File: config.mk
export PLATFORM = sky130hd
export DESIGN_NAME = cfdt_data_timing
export DESIGN_NICKNAME = d
export VERILOG_FILES = /design/src/core/cfdt_pkg.sv /design/src/core/cfdt_sync3.sv /design/src/core/cfdt_tick_div.sv /design/src/core/cfdt_data_timing.sv
export VERILOG_INCLUDE_DIRS = /design/src /design/src/core
export SDC_FILE = /design/constraint.sdc
export NUM_CORES = 1
export LEC_CHECK = 0
export ABC_AREA = 1
export BUFFER_PORTS_ARGS = -buffer_cell sky130_fd_sc_hd__buf_4
export CAP_MARGIN = 5
export CELL_PAD_IN_SITES_DETAIL_PLACEMENT = 1
export CELL_PAD_IN_SITES_GLOBAL_PLACEMENT = 2
export CORE_MARGIN = 2
export CORE_UTILIZATION = 32
export CTS_CLUSTER_SIZE = 40
export DETAILED_ROUTE_END_ITERATION = 12
export HOLD_SLACK_MARGIN = 0.08
export PLACE_DENSITY_LB_ADDON = 0.1
export RECOVER_POWER = 50
export SLEW_MARGIN = 20
export SYNTH_ARGS = -nofsm -noshare
export SYNTH_HDL_FRONTEND = slang
export SYNTH_SLANG_ARGS = --single-unit
File: constraint.sdc
create_clock -name sys_clk -period 5.6 [get_ports sys_clk]
set_input_delay 1.68 -clock sys_clk [delete_from_list [all_inputs] [get_ports sys_clk]]
set_output_delay 1.68 -clock sys_clk [all_outputs]
set_load 0.03 [all_outputs]
File: src/core/cfdt_cfg.svh
`ifndef CFDT_CFG_SVH
`define CFDT_CFG_SVH

// ****************************************
// Register offsets
// ****************************************
`define CFDT_OFS_DBT 8'h00
`define CFDT_OFS_TDC 8'h04
`define CFDT_OFS_TBC 8'h08
`define CFDT_OFS_TSCON 8'h0C
`define CFDT_OFS_MODE 8'h10
`define CFDT_OFS_STAT 8'h14

// ****************************************
// Field positions
// ****************************************
`define CFDT_DBT_PRE_LSB 24
`define CFDT_DBT_SEG1_LSB 16
`define CFDT_DBT_SEG2_LSB 8
`define CFDT_DBT_SJW_LSB 0
`define CFDT_TDC_FILT_BIT 25
`define CFDT_TDC_ID12_BIT 24
`define CFDT_TDC_MODE_LSB 16
`define CFDT_TDC_OFS_LSB 8
`define CFDT_TDC_VAL_LSB 0
`define CFDT_TS_RES_BIT 18
`define CFDT_TS_EOF_BIT 17
`define CFDT_TS_EN_BIT 16
`define CFDT_TS_PRE_LSB 0
`define CFDT_MODE_OP_LSB 0
`define CFDT_MODE_RSD_BIT 4
`define CFDT_STAT_MEAS_LSB 0
`define CFDT_STAT_SSP_LSB 8
`define CFDT_STAT_PHASE_LSB 24
`define CFDT_STAT_DATA_BIT 28

// ****************************************
// Reset values and codes
// ****************************************
`define CFDT_PRE_RST 8'h00
`define CFDT_SEG1_RST 5'h0E
`define CFDT_SEG2_RST 4'h3
`define CFDT_SJW_RST 4'h3
`define CFDT_TDC_MODE_RST 2'h2
`define CFDT_TDC_OFS_RST 7'h10
`define CFDT_TDC_VAL_RST 6'h00
`define CFDT_TBC_RST 32'h00000000
`define CFDT_TB_PRE_RST 10'h000
`define CFDT_OPMODE_RST 3'h4
`define CFDT_OPMODE_CFG 3'h4

// ****************************************
// Timing counts
// ****************************************
`define CFDT_DELAY_MAX 6'h3F

`endif

File: src/core/cfdt_pkg.sv
package cfdt_pkg;

    typedef enum logic [1:0] {
        CFDT_PH_SYNC = 2'b00,
        CFDT_PH_SEG1 = 2'b01,
        CFDT_PH_SEG2 = 2'b10
    } cfdt_phase_t;

    typedef enum logic [1:0] {
        CFDT_COMP_OFF = 2'b00,
        CFDT_COMP_MANUAL = 2'b01,
        CFDT_COMP_AUTO = 2'b10,
        CFDT_COMP_AUTO_ALT = 2'b11
    } cfdt_comp_mode_t;

endpackage

File: src/core/cfdt_sync3.sv
`timescale 1ns/100ps

module cfdt_sync3 import cfdt_pkg::*; (
    input wire logic sys_clk,
    input wire logic reset,
    input wire logic din,
    output logic level_q
);

    logic s1_q;
    logic s2_q;
    logic s3_q;

    // ****************************************
    // Three stages, change taken when last two agree
    // ****************************************
    always_ff @(posedge sys_clk) begin
        if (reset) begin
            s1_q <= 1'b1;
            s2_q <= 1'b1;
            s3_q <= 1'b1;
        end else begin
            s1_q <= din;
            s2_q <= s1_q;
            s3_q <= s2_q;
        end
    end

    always_ff @(posedge sys_clk) begin
        if (reset) begin
            level_q <= 1'b1;
        end else if (s2_q == s3_q) begin
            level_q <= s3_q;
        end
    end

endmodule

File: src/core/cfdt_tick_div.sv
`timescale 1ns/100ps

module cfdt_tick_div import cfdt_pkg::*; #(
    parameter int WIDTH = 8
) (
    input wire logic sys_clk,
    input wire logic reset,
    input wire logic en,
    input wire logic clear,
    input wire logic [WIDTH-1:0] limit,
    output logic tick_q
);

    logic [WIDTH-1:0] count_q;

    // ****************************************
    // One tick every limit+1 cycles
    // ****************************************
    always_ff @(posedge sys_clk) begin
        if (reset || clear || !en) begin
            count_q <= '0;
            tick_q <= 1'b0;
        end else if (count_q >= limit) begin
            count_q <= '0;
            tick_q <= 1'b1;
        end else begin
            count_q <= count_q + 1'b1;
            tick_q <= 1'b0;
        end
    end
endmodule

File: src/core/cfdt_data_timing.sv
// The implementer's own choices: the address map and the address-and-strobe port.
`timescale 1ns/100ps
`include "cfdt_cfg.svh"

module cfdt_data_timing import cfdt_pkg::*; (
    input wire logic sys_clk,
    input wire logic reset,
    input wire logic [7:0] reg_addr,
    input wire logic [31:0] reg_wdata,
    input wire logic reg_wr,
    input wire logic reg_rd,
    input wire logic can_rx_pin,
    input wire logic brs_window,
    input wire logic bus_integrating,
    input wire logic frame_is_fd,
    input wire logic loop_tx_edge,
    input wire logic ts_sof_evt,
    input wire logic ts_fdf_evt,
    input wire logic ts_eof_evt,
    output logic [31:0] reg_rdata_q,
    output logic data_timing_q,
    output logic tq_tick_q,
    output logic sample_pt_q,
    output logic bit_start_q,
    output logic ssp_pt_q,
    output logic edge_filter_q,
    output logic id12_en_q,
    output logic [31:0] stamp_q,
    output logic stamp_valid_q
);

    // ****************************************
    // Register state
    // ****************************************
    logic [7:0] pre_q;
    logic [4:0] seg1_q;
    logic [3:0] seg2_q;
    logic [3:0] sjw_q;
    logic filt_en_q;
    logic id12_q;
    cfdt_comp_mode_t cmode_q;
    logic [6:0] cofs_q;
    logic [5:0] cval_q;
    logic [31:0] tbc_q;
    logic ts_res_q;
    logic ts_eof_q;
    logic tb_en_q;
    logic [9:0] tb_pre_q;
    logic [2:0] opmode_q;
    logic rsd_q;

    logic cfg_open;
    logic wr_dbt;
    logic wr_tdc;
    logic tbc_wr;
    logic tb_tick;

    assign cfg_open = (opmode_q == `CFDT_OPMODE_CFG);
    assign wr_dbt = reg_wr && (reg_addr == `CFDT_OFS_DBT) && cfg_open;
    assign wr_tdc = reg_wr && (reg_addr == `CFDT_OFS_TDC) && cfg_open;
    assign tbc_wr = reg_wr && (reg_addr == `CFDT_OFS_TBC);

    // ****************************************
    // Timing and compensation settings
    // ****************************************
    always_ff @(posedge sys_clk) begin
        if (reset) begin
            pre_q <= `CFDT_PRE_RST;
            seg1_q <= `CFDT_SEG1_RST;
            seg2_q <= `CFDT_SEG2_RST;
            sjw_q <= `CFDT_SJW_RST;
        end else if (wr_dbt) begin
            pre_q <= reg_wdata[`CFDT_DBT_PRE_LSB +: 8];
            seg1_q <= reg_wdata[`CFDT_DBT_SEG1_LSB +: 5];
            seg2_q <= reg_wdata[`CFDT_DBT_SEG2_LSB +: 4];
            sjw_q <= reg_wdata[`CFDT_DBT_SJW_LSB +: 4];
        end
    end

    always_ff @(posedge sys_clk) begin
        if (reset) begin
            filt_en_q <= 1'b0;
            id12_q <= 1'b0;
            cmode_q <= cfdt_comp_mode_t'(`CFDT_TDC_MODE_RST);
            cofs_q <= `CFDT_TDC_OFS_RST;
            cval_q <= `CFDT_TDC_VAL_RST;
        end else if (wr_tdc) begin
            filt_en_q <= reg_wdata[`CFDT_TDC_FILT_BIT];
            id12_q <= reg_wdata[`CFDT_TDC_ID12_BIT];
            cmode_q <= cfdt_comp_mode_t'(reg_wdata[`CFDT_TDC_MODE_LSB +: 2]);
            cofs_q <= reg_wdata[`CFDT_TDC_OFS_LSB +: 7];
            cval_q <= reg_wdata[`CFDT_TDC_VAL_LSB +: 6];
        end
    end

    // ****************************************
    // Mode and time stamp control
    // ****************************************
    always_ff @(posedge sys_clk) begin
        if (reset) begin
            opmode_q <= `CFDT_OPMODE_RST;
            rsd_q <= 1'b0;
        end else if (reg_wr && (reg_addr == `CFDT_OFS_MODE)) begin
            opmode_q <= reg_wdata[`CFDT_MODE_OP_LSB +: 3];
            rsd_q <= reg_wdata[`CFDT_MODE_RSD_BIT];
        end
    end

    always_ff @(posedge sys_clk) begin
        if (reset) begin
            ts_res_q <= 1'b0;
            ts_eof_q <= 1'b0;
            tb_en_q <= 1'b0;
            tb_pre_q <= `CFDT_TB_PRE_RST;
        end else if (reg_wr && (reg_addr == `CFDT_OFS_TSCON)) begin
            ts_res_q <= reg_wdata[`CFDT_TS_RES_BIT];
            ts_eof_q <= reg_wdata[`CFDT_TS_EOF_BIT];
            tb_en_q <= reg_wdata[`CFDT_TS_EN_BIT];
            tb_pre_q <= reg_wdata[`CFDT_TS_PRE_LSB +: 10];
        end
    end

    // ****************************************
    // Phase selection and receive edges
    // ****************************************
    logic rx_s;
    logic rx_prev_q;
    logic rx_prev2_q;
    logic edge_ok;

    cfdt_sync3 u_rx_sync (
        .sys_clk(sys_clk),
        .reset(reset),
        .din(can_rx_pin),
        .level_q(rx_s)
    );

    always_ff @(posedge sys_clk) begin
        if (reset) begin
            rx_prev_q <= 1'b1;
            rx_prev2_q <= 1'b1;
        end else begin
            rx_prev_q <= rx_s;
            rx_prev2_q <= rx_prev_q;
        end
    end

    // Filtered edge needs two dominant samples in a row
    assign edge_ok = edge_filter_q ? (rx_prev2_q && !rx_prev_q && !rx_s)
                                   : (rx_prev_q && !rx_s);

    always_ff @(posedge sys_clk) begin
        if (reset) begin
            data_timing_q <= 1'b0;
            edge_filter_q <= 1'b0;
            id12_en_q <= 1'b0;
        end else begin
            data_timing_q <= brs_window && !rsd_q;
            edge_filter_q <= filt_en_q && bus_integrating;
            id12_en_q <= id12_q;
        end
    end

    // ****************************************
    // Data bit timing
    // ****************************************
    cfdt_phase_t phase_q;
    logic [5:0] cnt_q;
    logic [5:0] ext_q;
    logic [5:0] cut_q;
    logic resynced_q;
    logic edge_pend_q;
    logic [5:0] cnt_nx;
    logic [5:0] sjw_len;
    logic [5:0] seg1_len;
    logic [5:0] seg2_len;
    logic [5:0] seg2_left;

    cfdt_tick_div #(.WIDTH(8)) u_tq_div (
        .sys_clk(sys_clk),
        .reset(reset),
        .en(data_timing_q),
        .clear(1'b0),
        .limit(pre_q),
        .tick_q(tq_tick_q)
    );

    assign cnt_nx = cnt_q + 6'd1;
    assign sjw_len = {2'b00, sjw_q} + 6'd1;
    assign seg1_len = {1'b0, seg1_q} + 6'd1 + ext_q;
    assign seg2_len = {2'b00, seg2_q} + 6'd1 - cut_q;
    assign seg2_left = seg2_len - cnt_q;

    always_ff @(posedge sys_clk) begin
        if (reset || !data_timing_q) begin
            edge_pend_q <= 1'b0;
        end else if (edge_ok) begin
            edge_pend_q <= 1'b1;
        end else if (tq_tick_q) begin
            edge_pend_q <= 1'b0;
        end
    end

    always_ff @(posedge sys_clk) begin
        if (reset || !data_timing_q) begin
            phase_q <= CFDT_PH_SYNC;
            cnt_q <= 6'd0;
            ext_q <= 6'd0;
            cut_q <= 6'd0;
            resynced_q <= 1'b0;
            sample_pt_q <= 1'b0;
            bit_start_q <= 1'b0;
        end else begin
            sample_pt_q <= 1'b0;
            bit_start_q <= 1'b0;
            if (tq_tick_q) begin
                case (phase_q)
                    CFDT_PH_SYNC: begin
                        phase_q <= CFDT_PH_SEG1;
                        cnt_q <= 6'd0;
                        ext_q <= 6'd0;
                        cut_q <= 6'd0;
                        resynced_q <= 1'b0;
                    end
                    CFDT_PH_SEG1: begin
                        if (edge_pend_q && !resynced_q) begin
                            ext_q <= (cnt_nx < sjw_len) ? cnt_nx : sjw_len;
                            resynced_q <= 1'b1;
                            cnt_q <= cnt_nx;
                        end else if (cnt_nx >= seg1_len) begin
                            phase_q <= CFDT_PH_SEG2;
                            cnt_q <= 6'd0;
                            sample_pt_q <= 1'b1;
                        end else begin
                            cnt_q <= cnt_nx;
                        end
                    end
                    CFDT_PH_SEG2: begin
                        if (edge_pend_q && !resynced_q && (seg2_left <= sjw_len)) begin
                            phase_q <= CFDT_PH_SEG1;
                            cnt_q <= 6'd0;
                            ext_q <= 6'd0;
                            cut_q <= 6'd0;
                            resynced_q <= 1'b1;
                            bit_start_q <= 1'b1;
                        end else if (edge_pend_q && !resynced_q) begin
                            cut_q <= sjw_len;
                            resynced_q <= 1'b1;
                            cnt_q <= cnt_nx;
                        end else if (cnt_nx >= seg2_len) begin
                            phase_q <= CFDT_PH_SYNC;
                            cnt_q <= 6'd0;
                            bit_start_q <= 1'b1;
                        end else begin
                            cnt_q <= cnt_nx;
                        end
                    end
                    default: begin
                        phase_q <= CFDT_PH_SYNC;
                        cnt_q <= 6'd0;
                    end
                endcase
            end
        end
    end

    // ****************************************
    // Transmitter delay compensation
    // ****************************************
    logic meas_run_q;
    logic [5:0] meas_cnt_q;
    logic [5:0] meas_q;
    logic [14:0] seg1_cyc;
    logic [14:0] ssp_base;
    logic [15:0] ssp_sum;
    logic [14:0] ssp_pos_q;
    logic [14:0] ssp_cnt_q;

    always_ff @(posedge sys_clk) begin
        if (reset) begin
            meas_run_q <= 1'b0;
            meas_cnt_q <= 6'd0;
            meas_q <= 6'd0;
        end else if (loop_tx_edge) begin
            meas_run_q <= 1'b1;
            meas_cnt_q <= 6'd0;
        end else if (meas_run_q && (edge_ok || meas_cnt_q == `CFDT_DELAY_MAX)) begin
            meas_run_q <= 1'b0;
            meas_q <= meas_cnt_q;
        end else if (meas_run_q) begin
            meas_cnt_q <= meas_cnt_q + 6'd1;
        end
    end

    assign seg1_cyc = ({10'h000, seg1_q} + 15'd1) * ({7'h00, pre_q} + 15'd1);
    assign ssp_base = (cmode_q == CFDT_COMP_MANUAL) ? {9'h000, cval_q}
                                                    : {9'h000, meas_q} + seg1_cyc;
    assign ssp_sum = {1'b0, ssp_base} + {{9{cofs_q[6]}}, cofs_q};

    always_ff @(posedge sys_clk) begin
        if (reset) begin
            ssp_pos_q <= 15'd0;
        end else begin
            ssp_pos_q <= ssp_sum[15] ? 15'd0 : ssp_sum[14:0];
        end
    end

    always_ff @(posedge sys_clk) begin
        if (reset || !data_timing_q || bit_start_q) begin
            ssp_cnt_q <= 15'd0;
        end else if (ssp_cnt_q != 15'h7FFF) begin
            ssp_cnt_q <= ssp_cnt_q + 15'd1;
        end
    end

    always_ff @(posedge sys_clk) begin
        if (reset) begin
            ssp_pt_q <= 1'b0;
        end else begin
            ssp_pt_q <= data_timing_q && (cmode_q != CFDT_COMP_OFF)
                        && (ssp_cnt_q == ssp_pos_q);
        end
    end

    // ****************************************
    // Time base counter and time stamps
    // ****************************************
    logic stamp_evt;

    cfdt_tick_div #(.WIDTH(10)) u_tb_div (
        .sys_clk(sys_clk),
        .reset(reset),
        .en(tb_en_q),
        .clear(tbc_wr),
        .limit(tb_pre_q),
        .tick_q(tb_tick)
    );

    always_ff @(posedge sys_clk) begin
        if (reset || !tb_en_q) begin
            tbc_q <= `CFDT_TBC_RST;
        end else if (tbc_wr) begin
            tbc_q <= reg_wdata;
        end else if (tb_tick) begin
            tbc_q <= tbc_q + 32'd1;
        end
    end

    assign stamp_evt = ts_eof_q ? ts_eof_evt
                     : (frame_is_fd && ts_res_q) ? ts_fdf_evt : ts_sof_evt;

    always_ff @(posedge sys_clk) begin
        if (reset) begin
            stamp_q <= 32'h00000000;
            stamp_valid_q <= 1'b0;
        end else begin
            stamp_valid_q <= stamp_evt;
            if (stamp_evt) begin
                stamp_q <= tbc_q;
            end
        end
    end

    // ****************************************
    // Register read port
    // ****************************************
    logic [31:0] rd_mux;

    always_comb begin
        rd_mux = 32'h00000000;
        case (reg_addr)
            `CFDT_OFS_DBT: begin
                rd_mux[`CFDT_DBT_PRE_LSB +: 8] = pre_q;
                rd_mux[`CFDT_DBT_SEG1_LSB +: 5] = seg1_q;
                rd_mux[`CFDT_DBT_SEG2_LSB +: 4] = seg2_q;
                rd_mux[`CFDT_DBT_SJW_LSB +: 4] = sjw_q;
            end
            `CFDT_OFS_TDC: begin
                rd_mux[`CFDT_TDC_FILT_BIT] = filt_en_q;
                rd_mux[`CFDT_TDC_ID12_BIT] = id12_q;
                rd_mux[`CFDT_TDC_MODE_LSB +: 2] = cmode_q;
                rd_mux[`CFDT_TDC_OFS_LSB +: 7] = cofs_q;
                rd_mux[`CFDT_TDC_VAL_LSB +: 6] = cval_q;
            end
            `CFDT_OFS_TBC: rd_mux = tbc_q;
            `CFDT_OFS_TSCON: begin
                rd_mux[`CFDT_TS_RES_BIT] = ts_res_q;
                rd_mux[`CFDT_TS_EOF_BIT] = ts_eof_q;
                rd_mux[`CFDT_TS_EN_BIT] = tb_en_q;
                rd_mux[`CFDT_TS_PRE_LSB +: 10] = tb_pre_q;
            end
            `CFDT_OFS_MODE: begin
                rd_mux[`CFDT_MODE_OP_LSB +: 3] = opmode_q;
                rd_mux[`CFDT_MODE_RSD_BIT] = rsd_q;
            end
            `CFDT_OFS_STAT: begin
                rd_mux[`CFDT_STAT_MEAS_LSB +: 6] = meas_q;
                rd_mux[`CFDT_STAT_SSP_LSB +: 15] = ssp_pos_q;
                rd_mux[`CFDT_STAT_PHASE_LSB +: 2] = phase_q;
                rd_mux[`CFDT_STAT_DATA_BIT] = data_timing_q;
            end
            default: rd_mux = 32'h00000000;
        endcase
    end

    always_ff @(posedge sys_clk) begin
        if (reset || !reg_rd) begin
            reg_rdata_q <= 32'h00000000;
        end else begin
            reg_rdata_q <= rd_mux;
        end
    end
endmodule

==> results.md, run 1 <==
* Status: finished with violations
* Failing checks: max-capacitance violations, max-slew violations, negative setup slack
* Tmin final at 5830 ps
* Number of max-cap violations at 1
* Detailed placement HPWL at 46.9 mm
* Clock insertion delay at the later pin of the skew report at 620 ps
* Mapped Nets at 2295
* Worst Tran Pin Value at 2230 ps
* Sequential area share after synthesis at 0.327
* Max_slew headroom at -0.488
* Total CTS buffers at 31
* Crit path kind: reg2reg
* Worst Path Arrival at 6300 ps
* Via density at 4.97
* Bufs and invs on worst path at 7
* Crit path max-delay cell type: fa_1
* Die Span Y at 222 µm
* GPL Wtd Cong at 0.868
* Synth Cell Area at 15200 µm²
* Pwr dens at 212 nW/µm²
* Die W at 222 µm
* Final wirelength at 58.8 mm
* Peak VDD IR at 217 µV
* Overflow after GRT at 0
* Crit Reg-Reg Startpoint: pre_q[0]
* FMAX at 172 MHz
* I/O pin total at 124
* Initial DRT Pass Iterations at 5
* RSZ-0062 raised after global routing: true
* Core box area at 46800 µm²
* Cell mode on critical path: nand2_1
* Yosys cell types at 57
* CTS clk-pin slew, worst paths at 60 ps
* Initial antenna violation count at 1
* PortBufs at 123
* GRT Util Overall at 0.235
* Area grow syn2layout at 25.2%
* Global-route wire length before repair at 89.4 mm
* Filler cell count at 5782
* Setup violators final at 15
* Clock tree from TritonCTS: built
* Final cell count without fillers at 2949
* Fin util at 0.407
* Hold Crit Start: u_rx_sync.s1_q
* Worst-path maximum fanout at 6
* Fraction of registers with async set/reset at 0
* Std-Cell Rows at 79
* Setup slack after layout at -225 ps
* Setup crit start: pre_q[0]
* Routed Antenna Nets at 0
* Clk buf depth at 3
* Required time of the critical path at 6080 ps
* Vias at 14646
* Number of global-route vias before repair at 15125
* CTS root buf: clkbuf_16
* Largest net degree at the start of global routing at 76
* Layout Nets at 2526
* Clock Skew at 31.8 ps
* Final slew viol count at 61
* Die ar. at 49300 µm²
* Mapped Avg Cell Area at 7.29 µm²
* Crit-path leading delay family: adder cells
* Worst hold path class: reg2reg
* Worst setup EP type: flip-flop
* Top_reg_cell synth: dfxtp_1
* Final hold vios at 0
* Number of synthesized register bits at 248
* DR iter-0 viols at 712
* Number of synthesized flops with an enable pin at 0
* Ys Warns at 0
* Effective utilization at floorplan at 0.325
* DR WL/cell at 19.9 µm
* Cells after synthesis at 2085
* H-tree Lvls at 1
* Startpoint Class: flip-flop
* Final Cycle Share at 1.04
* DP Cell Count at 2878
* Lkg Pwr at 8.45 nW
* Layout cells sized above 1 at 0.182
* CP max stage delay at 520 ps
* DRC violations left at 0
* Sink Count at 248
* Register area at 4970 µm²
* Multi-input gate area at 9190 µm²
kinds of logic after synthesis:
family,Yosys count,synth area share
simple gates,799,0.227
flops,248,0.327
xor+xnor,85,0.0495
buf+inv,368,0.0949
compound gates,427,0.154
fa+ha+maj,158,0.148
cell usage in the layout, fill, tap and decap left out, drive strengths merged, types with 3 or more instances in the layout:
cell type / count
o21ai: 167
o31ai: 5
o32ai: 4
nand3b: 4
nor2: 230
clkinvlp: 6
fa: 36
nor4: 4
clkbuf: 41
nand2: 385
o211ai: 14
a31oi: 17
clkinv: 15
o22ai: 20
or2: 8
o221ai: 3
a21oi: 171
nand4: 22
buf: 249
ha: 122
xor2: 61
xnor2: 24
o21bai: 3
a211oi: 7
nor3: 45
nand3: 96
a221oi: 6
nor3b: 3
inv: 312
dfxtp: 248
cell usage after synthesis, types with 8 or more instances:
cell type | n | area (µm²)
inv_1 | 302 | 1130
dfxtp_1 | 248 | 4960
a31oi_1 | 17 | 106
o22ai_1 | 20 | 125
xnor2_1 | 24 | 210
nor2_1 | 218 | 818
nand2_1 | 380 | 1430
o21ai_1 | 8 | 40.0
o211ai_1 | 14 | 105
nand3_1 | 90 | 450
nand4_1 | 21 | 131
inv_2 | 8 | 30.0
xor2_1 | 60 | 526
o21ai_0 | 158 | 791
ha_1 | 122 | 1530
buf_2 | 15 | 75.1
clkbuf_1 | 31 | 116
a21oi_1 | 171 | 856
nor3_1 | 41 | 205
fa_1 | 36 | 721
power by group:
part / total [W] / switching, W / leakage, nW / internal [W]
clock network: 0.00202 / 0.000884 / 0.490 / 0.00113
logic: 0.000222 / 0.000143 / 5.95 / 0.0000787
registers: 0.00180 / 0.0000176 / 2.01 / 0.00178
total: 0.00404 / 0.00104 / 8.45 / 0.00300
layout make-up:
class,instances,share of cell area
Clock buffer,39,0.0450
Inverter,315,0.0622
Clock inverter,19,0.00829
Multi-Input combinational cell,1469,0.483
Antenna cell,1,0.000132
Tap cell,607,0.0399
Sequential cell,248,0.261
Timing Repair Buffer,251,0.100
worst register-to-register path, delay by kind of cell, from the launching register on:
family	cells	cell delay, ps
AO/OA/AOI/OAI	1	230
adder cells (fa/ha/maj)	6	2630
buffers and inverters	7	660
flip-flops	1	350
AND/OR/NAND/NOR	21	1830
path summary, 6_finish.rpt:
check	to	slack, ps	cells after the start
min	u_rx_sync.s2_q	410	1
max	ssp_pos_q[6]	-230	35
max reg2reg	ssp_pos_q[6]	-230	35
min reg2reg	u_rx_sync.s2_q	410	1
layer usage:
metal | up-vias | share of wire | track usage
met1 | 7039 | 0.46 | 0.309
li1 | 7286 | - | -
met5 | - | 0 | 0
met3 | 79 | 0.038 | 0.0313
met2 | 242 | 0.47 | 0.401
met4 | 0 | 0.030 | 0.0678
flip-flops by register name, summed over array words and instances, names as in the netlist, 7 cells and up:
register and cells:
reg_rdata_q 32, stamp_q 32, tbc_q 32, ssp_cnt_q 15
ssp_pos_q 15, tb_pre_q 10, u_tb_div.count_q 10, pre_q 8
u_tq_div.count_q 8, cofs_q 7
what timing repair did:
item | 4_1_cts | 5_1_grt
gates resized for setup | 42 | 56
setup buffers | 6 | 5
gates cloned | 1 | 0
pin swaps | 22 | 23
setup endpoints to repair | 15 | 15
hold buffers | 0 | 0
through the flow:
| stage | TNS, ps | area, µm² | setup slack [ps] | total power, W | hold slack, ps |
|---|---|---|---|---|---|
| finish | -2850 | 19000 | -225 | 0.00404 | 408 |
| CTS | -2270 | 18700 | -168 | 0.00410 | 412 |
| detailed placement | -5620 | 17500 | -404 | 0.00206 | 397 |
| global route | -7920 | 19000 | -563 | 0.00418 | 431 |
| global placement | -2890 | 17500 | -201 | 0.00205 | 392 |
| floorplan | 0 | 15200 | 11.2 | 0.00194 | 389 |
No activity file was read; power rests on OpenSTA's default activity.
==> run 2, diff against run 1 <==
Settings changed: ABC_AREA 1 to 0, CORE_UTILIZATION 32 to 34.
==> run 2 against run 1 <==
The run ends with negative setup slack left. Synthesized cell count fell by 18%. Maximum frequency fell by 5.9%. Final area fell by 5.2%. Power fell by 1.3%. Sequential power barely moved. Clock skew rose by 7.9 ps. Worst hold slack improved by 19 ps. Area after synthesis fell by 4.5%. Critical endpoint is now ssp_pos_q[9]. Largest power group unchanged.
==> results.md, run 2 <==
* CTS clk-pin slew, worst paths at 60 ps
* Hold_buf cts at 0
* Core box area at 42000 µm²
* Switch share at 0.230
* Post-Synth Adder-Cell Area at 0.155
* Clk buf depth at 3
* Number of synthesized register bits at 248
* Pwr dens at 221 nW/µm²
* Initial DRT Pass Iterations at 5
* Mapped Nets at 1911
* RSZ-0062 raised after global routing: true
* GRT Util Overall at 0.223
* Largest net degree at the start of global routing at 67
* Clock insertion delay at the later pin of the skew report at 610 ps
* Std-Cell Rows at 75
* Peak VDD IR at 155 µV
* Post-synth top cells: dfxtp_1, nand2_1, nor2_1, a21oi_1, ha_1
* Die ar. at 44400 µm²
* WHS at 427 ps
* Total CTS buffers at 30
* CTS root buf: clkbuf_16
* Final wirelength at 49.2 mm
* Clock tree from TritonCTS: built
* Max_slew headroom at 0.164
* Area grow syn2layout at 24.2%
* Yosys cell types at 74
* Lkg Pwr at 7.31 nW
* Gate power share at 0.035
* Ys Warns at 0
* Layout cells sized above 1 at 0.183
* DR iter-0 viols at 578
* Effective utilization at floorplan at 0.345
* Area contributors post-synth: dfxtp_1, ha_1, nand2_1
* Leading cell types in the layout, fill and taps excluded: dfxtp_1, nand2_1, nor2_1, buf_4, a21oi_1
* Largest regs: reg_rdata_q: 32 flops, stamp_q: 32 flops, tbc_q: 32 flops
* Global-route wire length before repair at 76.9 mm
* Number of global-route vias before repair at 13321
* Overflow after GRT at 0
* Mapped Avg Cell Area at 8.54 µm²
* Hold Crit Start: u_rx_sync.s1_q
* Sw power at 0.000918 W
* Fraction of registers with async set/reset at 0
* Cells after synthesis at 1701
* Clock Skew at 39.7 ps
* H-tree Lvls at 1
* Final slew viol count at 0
* Seq pwr share at 0.445
* Setup violators final at 15
* Area share of the largest cell type after synthesis at 0.342
* GPL Wtd Cong at 0.859
* Setup slack after layout at -590 ps
* Crit path kind: reg2reg
* Int Pwr at 0.00307 W
* Post-synthesis mux area share at 0.0340
* Crit Reg-Reg Startpoint: pre_q[0]
* I/O pin total at 124
* Number of synthesized flops with an enable pin at 0
* Worst-path maximum fanout at 7
* Startpoint Class: flip-flop
* Main combinational cell family by area after synthesis: simple AND/OR/NAND/NOR gates
* Sequential area share after synthesis at 0.342
* Initial antenna violation count at 1
* Status: finished with violations
* Vias at 12740
* Die W at 211 µm
* Xor and xnor area share after synthesis at 0.0724
* Layout Nets at 2118
* FMAX at 162 MHz
* Number of max-cap violations at 0
* Sink Count at 248
* Setup TNS at -8180 ps
* Detailed placement HPWL at 38.3 mm
* Post-synthesis simple-gate area fraction at 0.212
* Antenna fix cells at 0
* Most common cell after layout, fill and taps aside: dfxtp_1
* Synth Cell Area at 14500 µm²
* Required time of the critical path at 6060 ps
* Routed Antenna Nets at 0
* Tmin final at 6190 ps
* Worst Path Arrival at 6650 ps
* Largest area contributor in the netlist: dfxtp_1
* Final Cycle Share at 1.11
* Post-synthesis compound-gate area fraction at 0.135
* Top_reg_cell synth: dfxtp_1
* Failing checks: negative setup slack
* Share of total power in the clock network at 0.520
* Setup crit start: pre_q[0]
* Via density at 5.16
* Final hold vios at 0
* DR WL/cell at 19.9 µm
* Top-count cell post-synth: dfxtp_1
* PortBufs at 123
* Worst setup EP type: flip-flop
* Worst Tran Pin Value at 1250 ps
* Worst hold path class: reg2reg
* DRC violations left at 0
* Die Span Y at 211 µm
-- run 2: cell types whose count changed in the layout (fill, tap and decap cells not counted), moves of 17 or more --
cell,previous run,this run
a211oi_1,7,27
a21oi_1,159,118
buf_4,243,174
clkbuf_1,4,74
inv_1,297,94
mux2i_1,0,38
nand2_1,371,224
nand2b_1,0,23
nand3_1,84,37
nor3_1,35,16
o21ai_0,152,30
o22ai_1,19,2
xnor2_1,24,56
-- run 2: worst paths after layout --
path	endpoint	slack, ps	depth (start not counted)
max	ssp_pos_q[9]	-590	26
min	u_rx_sync.s2_q	430	1
max reg2reg	ssp_pos_q[9]	-590	26
min reg2reg	u_rx_sync.s2_q	430	1
-- run 2: metrics by stage --
step	instance area, µm²	instances	total power [W]	setup slack, ps	util
after floorplan	14700	1701	0.00188	-276	-
after global placement	16800	2397	0.00196	-558	0.398
after detailed placement	16800	2397	0.00196	-659	0.398
after CTS	18200	2464	0.00405	-476	0.433
after global routing	18000	2471	0.00414	-838	0.429
final	18000	2471	0.00399	-590	0.429
-- run 2: final cells by class --
cell class,count,area [µm²]
fillers,4972,24000
multi-input cells,1284,9310
flip-flops and latches,248,4990
repair buffers,247,1640
clock buffers,41,852
well taps,539,674
inverters,97,364
clock inverters,15,204
-- run 2: power by group through the flow --
stage / Clock, W / Combinational [W] / Sequential (W)
after global placement: 0 / 0.000139 / 0.00182
final: 0.00207 / 0.000140 / 0.00178
after global routing: 0.00221 / 0.000152 / 0.00178
after CTS: 0.00213 / 0.000146 / 0.00178
after detailed placement: 0 / 0.000140 / 0.00182
after floorplan: 0 / 0.0000635 / 0.00182
-- run 2: repair_timing --
action / CTS / global route
pin swaps: 32 / 21
endpoints found under the setup margin: 15 / 15
gates cloned: 1 / 0
setup buffers: 10 / 8
resized for setup: 54 / 19
-- run 2: cell families after synthesis --
group,count (synthesis)
compound gates,305
xor+xnor,120
fa+ha+maj,158
buf+inv,169
flops,248
mux,48
simple gates,653
-- run 2: worst max-delay path, cell delays in order, from the launching register on --
cell and delay (ps):
dfxtp_4 360, ha_4 180, xnor2_2 140, buf_4 140, or2_4 220, fa_1 490
fa_1 520, fa_1 570, inv_2 40, fa_2 580, ha_4 210, o21a_1 200
and2_4 170, o21ai_4 130, nand2b_1 80, xor2_1 190, and2_4 180, ha_4 190
a21o_1 190, a21o_1 200, nor4_2 270, o21a_1 190, o211ai_1 100, a22oi_2 180
buf_4 150, clkbuf_16 140, nor2_1 40
-- run 2: routing by layer --
metal  vias up  track usage  wire, µm
li1       6246            -         -
met1      6288        0.291     22400
met2       159        0.388     23900
met3        47       0.0321      1940
met4         0       0.0546       997
met5         -            0         0
